--- config.mk ---
export PLATFORM = sky130hd
export DESIGN_NAME = lbt_bus_translator_flat
export DESIGN_NICKNAME = d
export VERILOG_FILES = /design/src/hw/lbt_pkg.sv /design/src/hw/lbt_slot_if.sv /design/src/hw/lbt_bus_translator.sv /design/src/flat_wrapper.sv
export SDC_FILE = /design/constraint.sdc
export NUM_CORES = 1
export LEC_CHECK = 0
export ABC_AREA = 0
export BUFFER_PORTS_ARGS = -buffer_cell sky130_fd_sc_hd__clkbuf_2
export CORE_MARGIN = 1.5
export CORE_UTILIZATION = 45
export DETAILED_ROUTE_END_ITERATION = 8
export PLACE_DENSITY = 0.74
export SLEW_MARGIN = 20
export SYNTH_ARGS = -nofsm -noshare
export SYNTH_HDL_FRONTEND = slang
export SYNTH_SLANG_ARGS = --single-unit
--- constraint.sdc ---
create_clock -name clk -period 3.5 [get_ports clk]
set_input_delay 1.05 -clock clk [delete_from_list [all_inputs] [get_ports clk]]
set_output_delay 1.05 -clock clk [all_outputs]
set_load 0.02 [all_outputs]
--- src/hw/lbt_pkg.sv ---
package lbt_pkg;

	// ****************************************
	// Bus widths and codes
	// ****************************************
	localparam int          ADDR_W       = 32;
	localparam int          DATA_W       = 32;
	localparam logic [1:0]  FC_DATA      = 2'h1;
	localparam logic [31:0] RAM_TOP      = 32'h0400_0000;
	localparam logic [2:0]  BURST_BEATS  = 3'h4;
	localparam logic [1:0]  MIN_BEAT_CLK = 2'h2;
	localparam logic [1:0]  SIZE_LONG    = 2'h0;
	localparam logic [1:0]  SIZE_BYTE    = 2'h1;
	localparam logic [1:0]  SIZE_WORD    = 2'h2;
	localparam logic [3:0]  RETRY_MAX    = 4'h8;
	localparam logic [1:0]  ACK_BYTE     = 2'h1;
	localparam logic [1:0]  ACK_WORD     = 2'h2;
	localparam logic [1:0]  ACK_LONG     = 2'h3;

	// ****************************************
	// Host cycle results
	// ****************************************
	localparam logic [1:0] RES_OK    = 2'h0;
	localparam logic [1:0] RES_ERROR = 2'h1;
	localparam logic [1:0] RES_RETRY = 2'h2;

	typedef enum logic [4:0] {
		ST_IDLE  = 5'b00001,
		ST_CYCLE = 5'b00010,
		ST_WAIT  = 5'b00100,
		ST_DONE  = 5'b01000,
		ST_YIELD = 5'b10000
	} lbt_state_t;

	typedef enum logic [2:0] {
		SL_IDLE = 3'b001,
		SL_WAIT = 3'b010,
		SL_ANS  = 3'b100
	} lbt_slot_state_t;

endpackage

--- src/hw/lbt_slot_if.sv ---
`timescale 1ns/10ps
interface lbt_slot_if;
	logic [31:0] addr;
	logic [31:0] wdata;
	logic [31:0] rdata;
	logic [1:0]  size;
	logic        rw;
	logic        strobe_n;
	logic        burst_request_n;
	logic        burst_ack_n;
	logic [1:0]  async_size_ack_n;
	logic        sync_terminate_n;
	logic        bus_error_n;
	logic        halt_n;
	logic [1:0]  fc;
	logic        cache_inhibit_out_n;
	logic        bus_request_n;
	logic        bus_grant_n;
	logic        locked_cycle_n;

	modport translator (
		output addr, wdata, size, rw, strobe_n, burst_request_n, fc, cache_inhibit_out_n, bus_grant_n,
		       locked_cycle_n,
		input  rdata, burst_ack_n, async_size_ack_n, sync_terminate_n, bus_error_n, halt_n, bus_request_n
	);
	modport card (
		input  addr, wdata, size, rw, strobe_n, burst_request_n, fc, cache_inhibit_out_n, bus_grant_n,
		       locked_cycle_n,
		output rdata, burst_ack_n, async_size_ack_n, sync_terminate_n, bus_error_n, halt_n, bus_request_n
	);
endinterface

--- src/hw/lbt_bus_translator.sv ---
`timescale 1ns/10ps
// Function
// Error or retry only with normal termination
// Lone bus error uses async ack timing
// Error with sync terminate, same edge
// Halt alone neither ends nor stops
// Burst ack means four wrapping longwords
// Retry after first beat becomes error
// Burst beats take two clocks minimum
// No coprocessor interface cycles
// Host owns bus: function code data
// Cache inhibit output held low
// No cycle start, FC2, buffer enable pins
// No interrupt acknowledge cycles on slot
// No breakpoint acknowledge cycles on slot
// Masters expect no fast bus grant
// No relinquish-retry during sizing or lock
// Cards expect no bursts from own space
// Masters get no burst ack to memory
// Host cycles translated, acknowledge cycles not
// Size narrow cycles, route and smear lanes; a word written to a byte port repeats its high byte on the second beat
// Burst writes only below 64 MB
// Retry serviced locally, relinquish on deadlock
module lbt_bus_translator (
	// ****************************************
	// Clock and reset
	// ****************************************
	input  wire logic        clk,
	input  wire logic        reset,
	// ****************************************
	// Host request
	// ****************************************
	input  wire logic        hostReq,
	input  wire logic [31:0] hostAddr,
	input  wire logic [31:0] hostWdata,
	input  wire logic [1:0]  hostSize,
	input  wire logic        hostRw,
	input  wire logic        hostBurst,
	input  wire logic        hostAckCycle,
	input  wire logic        hostLocked,
	// ****************************************
	// Host answer
	// ****************************************
	output logic             hostBusy,
	output logic             hostDone,
	output logic [1:0]       hostResult,
	output logic [31:0]      hostRdata,
	output logic [2:0]       hostBeat,
	output logic             hostGranted,
	// ****************************************
	// Slot
	// ****************************************
	lbt_slot_if.translator   slot
);

	// ****************************************
	// State
	// ****************************************
	typedef struct packed {
		lbt_pkg::lbt_state_t st;
		logic [31:0] addr;
		logic [31:0] wdata;
		logic [31:0] rdata;
		logic [1:0]  size;
		logic        rw;
		logic        burst;
		logic        locked;
		logic [1:0]  offs;
		logic [2:0]  beat;
		logic [1:0]  beatClk;
		logic [3:0]  retries;
		logic        strobeN;
		logic        burstReqN;
		logic        grantN;
		logic        done;
		logic [1:0]  result;
		logic [31:0] outRdata;
		logic [2:0]  outBeat;
		logic        busy;
	} lbt_xlat_t;

	lbt_xlat_t s_q;
	lbt_xlat_t s_d;

	logic       errSeen;
	logic       retrySeen;
	logic       termSeen;
	logic [1:0] portWidth;
	logic [1:0] remain;
	logic [1:0] step;
	logic [1:0] curByte;
	logic [4:0] wrShift;
	logic [5:0] rdShift;

	always_comb begin
		// Error only counts with halt-less or halt; halt alone is never a termination
		errSeen   = !slot.bus_error_n;
		retrySeen = !slot.bus_error_n && !slot.halt_n;
		termSeen  = !slot.sync_terminate_n || (slot.async_size_ack_n != 2'h3) || errSeen;
		portWidth = !slot.sync_terminate_n ? lbt_pkg::ACK_LONG : ~slot.async_size_ack_n;
		remain    = s_q.size - s_q.offs;
		step      = (portWidth == lbt_pkg::ACK_BYTE) ? 2'h1 : (portWidth == lbt_pkg::ACK_WORD) ? 2'h2 : 2'h0;
		// Lane placement follows the byte address of this beat, not just the offset
		curByte   = s_q.addr[1:0] + s_q.offs;
		wrShift   = {s_q.offs, 3'h0};
		rdShift   = {(3'h4 - {1'b0, curByte} - {1'b0, step}), 3'h0};
	end

	always_comb begin
		s_d      = s_q;
		s_d.done = 1'b0;
		unique case (s_q.st)
			lbt_pkg::ST_IDLE: begin
				s_d.grantN = !(slot.bus_request_n == 1'b0 && !hostReq);
				// Acknowledge cycles are answered at once and never reach the slot
				if (hostReq && hostAckCycle && s_q.grantN) begin
					s_d.done   = 1'b1;
					s_d.result = lbt_pkg::RES_OK;
				end else if (hostReq && s_q.grantN && slot.bus_request_n) begin
					s_d.st      = lbt_pkg::ST_CYCLE;
					s_d.addr    = hostAddr;
					s_d.wdata   = hostWdata;
					s_d.size    = hostSize;
					s_d.rw      = hostRw;
					s_d.locked  = hostLocked;
					s_d.burst   = hostBurst && (hostRw || hostAddr < lbt_pkg::RAM_TOP);
					s_d.offs    = 2'h0;
					s_d.beat    = 3'h0;
					s_d.retries = 4'h0;
					s_d.rdata   = 32'h0000_0000;
					s_d.busy    = 1'b1;
				end
			end
			lbt_pkg::ST_CYCLE: begin
				s_d.strobeN   = 1'b0;
				s_d.burstReqN = !s_q.burst;
				s_d.beatClk   = 2'h1;
				s_d.st        = lbt_pkg::ST_WAIT;
			end
			lbt_pkg::ST_WAIT: begin
				if (s_q.beatClk != 2'h3) begin
					s_d.beatClk = s_q.beatClk + 2'h1;
				end
				if (termSeen && s_q.beatClk >= lbt_pkg::MIN_BEAT_CLK - 2'h1) begin
					s_d.strobeN = 1'b1;
					s_d.burstReqN = 1'b1;
					if (retrySeen && s_q.beat == 3'h0) begin
						s_d.retries = s_q.retries + 4'h1;
						s_d.st = (s_q.retries + 4'h1 >= lbt_pkg::RETRY_MAX && !s_q.locked && s_q.offs == 2'h0)
						         ? lbt_pkg::ST_YIELD : lbt_pkg::ST_CYCLE;
					end else if (errSeen) begin
						s_d.result = lbt_pkg::RES_ERROR;
						s_d.st     = lbt_pkg::ST_DONE;
					end else begin
						// Narrow port data arrives on the high lanes and moves to the addressed lanes
						if (step == 2'h0) begin
							s_d.rdata = slot.rdata;
						end else begin
							s_d.rdata = s_q.rdata | ((step == 2'h1 ? {24'h00_0000, slot.rdata[31:24]}
							                                        : {16'h0000, slot.rdata[31:16]})
							                         << rdShift);
						end
						if (!slot.burst_ack_n && s_q.burst && s_q.beat < lbt_pkg::BURST_BEATS - 3'h1) begin
							s_d.beat  = s_q.beat + 3'h1;
							s_d.addr  = {s_q.addr[31:4], s_q.addr[3:2] + 2'h1, s_q.addr[1:0]};
							s_d.st    = lbt_pkg::ST_CYCLE;
						end else if (step != 2'h0 && (remain == 2'h0 || remain > step)) begin
							s_d.offs = s_q.offs + step;
							s_d.st   = lbt_pkg::ST_CYCLE;
						end else begin
							s_d.result = lbt_pkg::RES_OK;
							s_d.st     = lbt_pkg::ST_DONE;
						end
					end
				end
			end
			lbt_pkg::ST_YIELD: begin
				// Give the bus to a waiting master, then retry from scratch
				s_d.grantN  = slot.bus_request_n;
				s_d.retries = 4'h0;
				if (slot.bus_request_n) begin
					s_d.st = lbt_pkg::ST_CYCLE;
				end
			end
			lbt_pkg::ST_DONE: begin
				s_d.done     = 1'b1;
				s_d.busy     = 1'b0;
				s_d.outRdata = s_q.rdata;
				s_d.outBeat  = s_q.beat;
				s_d.st       = lbt_pkg::ST_IDLE;
			end
			default: s_d.st = lbt_pkg::ST_IDLE;
		endcase
	end

	always_ff @(posedge clk) begin
		if (reset) begin
			s_q <= '{st: lbt_pkg::ST_IDLE, strobeN: 1'b1, burstReqN: 1'b1, grantN: 1'b1, default: '0};
		end else begin
			s_q <= s_d;
		end
	end

	// ****************************************
	// Outputs
	// ****************************************
	assign hostBusy    = s_q.busy;
	assign hostDone    = s_q.done;
	assign hostResult  = s_q.result;
	assign hostRdata   = s_q.outRdata;
	assign hostBeat    = s_q.outBeat;
	assign hostGranted = !s_q.grantN;

	assign slot.addr     = {s_q.addr[31:2], s_q.addr[1:0] + s_q.offs};
	// Writes are smeared so each port width finds its bytes on its own lanes, except a word written to a byte port, whose second beat repeats the high byte
	assign slot.wdata    = (s_q.size == lbt_pkg::SIZE_BYTE) ? {4{s_q.wdata[7:0]}} :
	                       (s_q.size == lbt_pkg::SIZE_WORD) ? {2{s_q.wdata[15:0]}} :
	                       (s_q.wdata << wrShift);
	assign slot.size     = s_q.size - s_q.offs;
	assign slot.rw       = s_q.rw;
	assign slot.strobe_n = s_q.strobeN;
	assign slot.burst_request_n = s_q.burstReqN;
	// Only data-space cycles exist; no coprocessor or acknowledge space is ever coded
	assign slot.fc       = s_q.grantN ? lbt_pkg::FC_DATA : 2'h0;
	assign slot.cache_inhibit_out_n = 1'b0;
	assign slot.bus_grant_n    = s_q.grantN;
	assign slot.locked_cycle_n = !(s_q.locked && s_q.busy);

endmodule

--- src/flat_wrapper.sv ---
// flat-port wrapper written by rule: the top's interface ports become plain ports
module lbt_bus_translator_flat 
  (clk, reset, hostReq, hostAddr, hostWdata, hostSize, hostRw, hostBurst, hostAckCycle, hostLocked, hostBusy, hostDone, hostResult, hostRdata, hostBeat, hostGranted, slot_addr, slot_wdata, slot_size, slot_rw, slot_strobe_n, slot_burst_request_n, slot_fc, slot_cache_inhibit_out_n, slot_bus_grant_n, slot_locked_cycle_n, slot_rdata, slot_burst_ack_n, slot_async_size_ack_n, slot_sync_terminate_n, slot_bus_error_n, slot_halt_n, slot_bus_request_n);
  lbt_slot_if slot_i ();
  input  wire logic clk;
  input  wire logic reset;
  input  wire logic hostReq;
  input  wire logic [31:0] hostAddr;
  input  wire logic [31:0] hostWdata;
  input  wire logic [1:0] hostSize;
  input  wire logic hostRw;
  input  wire logic hostBurst;
  input  wire logic hostAckCycle;
  input  wire logic hostLocked;
  output logic hostBusy;
  output logic hostDone;
  output logic [1:0] hostResult;
  output logic [31:0] hostRdata;
  output logic [2:0] hostBeat;
  output logic hostGranted;
  output wire logic [$bits(slot_i.addr)-1:0] slot_addr;
  output wire logic [$bits(slot_i.wdata)-1:0] slot_wdata;
  output wire logic [$bits(slot_i.size)-1:0] slot_size;
  output wire logic [$bits(slot_i.rw)-1:0] slot_rw;
  output wire logic [$bits(slot_i.strobe_n)-1:0] slot_strobe_n;
  output wire logic [$bits(slot_i.burst_request_n)-1:0] slot_burst_request_n;
  output wire logic [$bits(slot_i.fc)-1:0] slot_fc;
  output wire logic [$bits(slot_i.cache_inhibit_out_n)-1:0] slot_cache_inhibit_out_n;
  output wire logic [$bits(slot_i.bus_grant_n)-1:0] slot_bus_grant_n;
  output wire logic [$bits(slot_i.locked_cycle_n)-1:0] slot_locked_cycle_n;
  input wire logic [$bits(slot_i.rdata)-1:0] slot_rdata;
  input wire logic [$bits(slot_i.burst_ack_n)-1:0] slot_burst_ack_n;
  input wire logic [$bits(slot_i.async_size_ack_n)-1:0] slot_async_size_ack_n;
  input wire logic [$bits(slot_i.sync_terminate_n)-1:0] slot_sync_terminate_n;
  input wire logic [$bits(slot_i.bus_error_n)-1:0] slot_bus_error_n;
  input wire logic [$bits(slot_i.halt_n)-1:0] slot_halt_n;
  input wire logic [$bits(slot_i.bus_request_n)-1:0] slot_bus_request_n;
  assign slot_addr = slot_i.addr;
  assign slot_wdata = slot_i.wdata;
  assign slot_size = slot_i.size;
  assign slot_rw = slot_i.rw;
  assign slot_strobe_n = slot_i.strobe_n;
  assign slot_burst_request_n = slot_i.burst_request_n;
  assign slot_fc = slot_i.fc;
  assign slot_cache_inhibit_out_n = slot_i.cache_inhibit_out_n;
  assign slot_bus_grant_n = slot_i.bus_grant_n;
  assign slot_locked_cycle_n = slot_i.locked_cycle_n;
  assign slot_i.rdata = slot_rdata;
  assign slot_i.burst_ack_n = slot_burst_ack_n;
  assign slot_i.async_size_ack_n = slot_async_size_ack_n;
  assign slot_i.sync_terminate_n = slot_sync_terminate_n;
  assign slot_i.bus_error_n = slot_bus_error_n;
  assign slot_i.halt_n = slot_halt_n;
  assign slot_i.bus_request_n = slot_bus_request_n;
  lbt_bus_translator u_core (.clk(clk), .reset(reset), .hostReq(hostReq), .hostAddr(hostAddr), .hostWdata(hostWdata), .hostSize(hostSize), .hostRw(hostRw), .hostBurst(hostBurst), .hostAckCycle(hostAckCycle), .hostLocked(hostLocked), .hostBusy(hostBusy), .hostDone(hostDone), .hostResult(hostResult), .hostRdata(hostRdata), .hostBeat(hostBeat), .hostGranted(hostGranted), .slot(slot_i));
endmodule
==> results.cfg <==
[synth]
post_synth_mux_area_share_pct = 3.97
yosysUniqueCellTypes = 70
post_synth_fa_ha_maj_area_fraction_pct = 1.70
yosys.area_share.simple_pct = 21.2
synth-async-reset-ratio_pct = 0
share_of_the_synthesized_netlist_area_taken_by_xor_and_xnor_gates_pct = 1.64
main_combinational_cell_family_by_area_after_synthesis = compound AO/OA/AOI/OAI gates
synth_compound_gate_area_share_pct = 24.3
ys_dominant_reg_cell = dfxtp_1
syn_avg_cell_area_um2 = 7.75
synthesis.area_mm2 = 0.00871
synth_sequential_area_ratio_pct = 36.3
yosysWarningCount = 0
yosys_register_bits = 158
syn_inst = 1124
synth_enable_flop_cells = 0

[power_and_ir_drop]
total_leakage_power_nw = 4.00
max-vdd-ir-drop_uv = 336
cellPowerDensity_mw_per_mm2 = 430

[finish]
top_library_cells_by_usage_in_the_layout_fill_and_taps_aside = 254 x nand2_1, 221 x clkbuf_2, 158 x dfxtp_1
antenna_cells = 0
num-nets-final = 1361
drive_gt1_share_pct = 24.2
areaGrowthSynthToFinish_pct = 16.3
layout.cells.most_common = nand2_1
multiInputGateArea_mm2 = 0.00463
fillerInstances = 1775
area_taken_by_flip_flops_and_latches_mm2 = 0.00316

[run_status]
outcome = complete, no violations

[clocking]
cts-htree-levels = 4
cts_buffers = 17
postCtsSetupBuffers = 0
cts.clk_slew.worst_paths_ps = 60
clk_latency_ps = 430
cts_root_buffer = clkbuf_16
tritoncts = built
cts_max_path_buffers = 2
clkSinkCount = 158

[timing]
timing.final.crit_period_ps = 3340
setup_violations = 0
hold_violations = 0
fmaxAchievable_ghz = 0.300
finClkSkew_ps = 8.42
timing_max_transition_violations_final = 0
fin_crit_sh_pct = 95.3
tightest_slew_ps = 792
finalSetupTns_ps = 0
setup_slack_after_layout_ps = 163
timing.max_slew.rel_slack_pct = 47.2
unrepaired_setup_endpoints_after_global_routing = false

[route]
drt_iter0_markers = 754
routed_wire_length_per_instance_um = 17.1
vias_post_dr = 8533
dr.pass1.iters = 5
routed_wl_um = 25800
route.detailed.vias_per_inst = 5.65
route.detailed.drc = 0
drtAntennaViolNets = 0

[floorplan]
std_cell_rows = 50
die_outline_area_mm2 = 0.0202
placeableCoreArea_mm2 = 0.0188
pin_count = 226
die-height_um = 142
start_util_pct = 46.2
floorplan.die.width_um = 142

[global_route]
grt_first_pass_wirelength_um = 40600
grt_pass1_vias = 7789
grt_max_degree = 138
grt_overflow = 0
groute.usage.overall_pct = 25.4
number_of_antenna_violations_at_the_first_check_in_global_routing = 0

[critical_path]
worstSetupStartpointType = register
endpoint_kind = output port
path_class = register to output port
worstPathRequired_ps = 2450
maximum_fanout_encountered_on_the_critical_timing_path = 14
crit_arrival_ps = 2290

[run]
maximum_capacitance_violations = 0

[worst_hold_path]
worst_hold_path_type = register to register

[placement]
port_buffers = 222
placement.setup.worst_slack_ps = 376
gp_congestion = 0.901
dpl.hpwl_um = 18100
==> power by group <==
group          total (W)  switching, W  internal, W
Combinational   0.000516      0.000330     0.000186
Clock            0.00196      0.000755      0.00121
Sequential       0.00188     0.0000366      0.00184
Total            0.00435       0.00112      0.00323
==> per-layer routing <==
layer	up-vias	wire length, µm	GRT usage [%]
met2	400	11700	40.8
met5	-	0	0
li1	4142	-	-
met1	3939	11300	33.4
met4	0	653	9.12
met3	52	2130	5.69
==> layout make-up <==
cell class              count  area share [%]
multi-input cells         796            45.7
flip-flops and latches    158            31.2
repair buffers            249            13.2
clock buffers              20            4.41
well taps                 260            3.21
clock inverters            10            1.63
inverters                  16           0.593
==> repair_timing <==
item	in CTS	in global routing
resized for setup	0	3
endpoints found under the setup margin	0	10
hold endpoints to repair	0	0
hold buffers	0	0
==> Yosys cell counts (4+ instances only) <==
library cell,instances,area share [%]
nor3_1,22,1.3
xor2_1,5,0.50
nor4b_1,11,1.1
mux2i_1,23,2.6
a22oi_1,12,1.0
xnor2_1,4,0.40
nor2_1,38,1.6
o221ai_1,8,0.80
o211ai_1,41,3.5
clkbuf_1,59,2.5
nand4_1,5,0.36
buf_1,4,0.17
dfxtp_1,158,36
and3_1,11,0.79
o21ai_1,4,0.23
buf_2,20,1.1
o2bb2ai_1,7,0.70
a21oi_1,151,8.7
o311a_1,8,0.92
nand2b_1,7,0.50
nor2b_1,21,1.5
nand3_1,14,0.80
ha_1,11,1.6
mux2_2,7,0.91
o32a_1,15,1.7
a31oi_1,4,0.29
nand2_1,254,11
inv_1,15,0.65
o21ai_0,41,2.4
a211oi_1,11,0.95
buf_4,72,6.2
a22o_1,8,0.80
==> sequential cells by signal, summed over array words and instances, names as in the netlist <==
| register | cells |
|---|---|
| u_core.hostBusy | 1 |
| u_core.s_q | 86 |
| u_core.slot.addr | 30 |
| u_core.slot.strobe_n | 1 |
| u_core.hostDone | 1 |
| u_core.hostResult | 1 |
| u_core.hostBeat | 3 |
| u_core.slot.burst_request_n | 1 |
| u_core.slot.bus_grant_n | 1 |
| u_core.hostRdata | 32 |
| u_core.slot.rw | 1 |
==> path summary, 6_finish.rpt <==
| path | end | cells past startpoint | start | slack [ps] |
|---|---|---|---|---|
| max | slot_wdata[15] | 4 | u_core.s_q[52] | 160 |
| min | u_core.slot.strobe_n | 2 | u_core.slot.strobe_n | 440 |
| max reg2reg | u_core.s_q[64] | 8 | u_core.s_q[52] | 690 |
| min reg2reg | u_core.slot.strobe_n | 2 | u_core.slot.strobe_n | 440 |
==> worst max-delay path, cell delays in order (launching register included) <==
cell and delay, ps:
dfxtp_1 680, nor2_1 170, maj3_1 530, a22o_1 320, clkbuf_2 160
==> through the flow <==
| stage | std cells | hold slack [ps] | cell area, µm² | power (W) | utilization [%] |
|---|---|---|---|---|---|
| after floorplan | 1126 | 432 | 8720 | 0.00223 | - |
| after global placement | 1479 | 432 | 9510 | 0.00242 | 50.5 |
| after detailed placement | 1479 | 441 | 9510 | 0.00242 | 50.5 |
| after CTS | 1509 | 450 | 10100 | 0.00437 | 53.7 |
| after global routing | 1509 | 470 | 10100 | 0.00450 | 53.8 |
| final | 1509 | 444 | 10100 | 0.00435 | 53.8 |
==> kinds of logic (layout without fill, tap and decap cells) <==
kind of cell | count (synthesis) | in the layout
AOI/OAI and AO/OA | 333 | 333
xor gates and xnor gates | 12 | 12
adders and majority gates | 12 | 12
buffers and inverters | 172 | 295
DFF | 158 | 158
muxes | 32 | 32
other | 1 | 3
and+or+nand+nor | 404 | 404
Power figures use the tool's default switching activity.
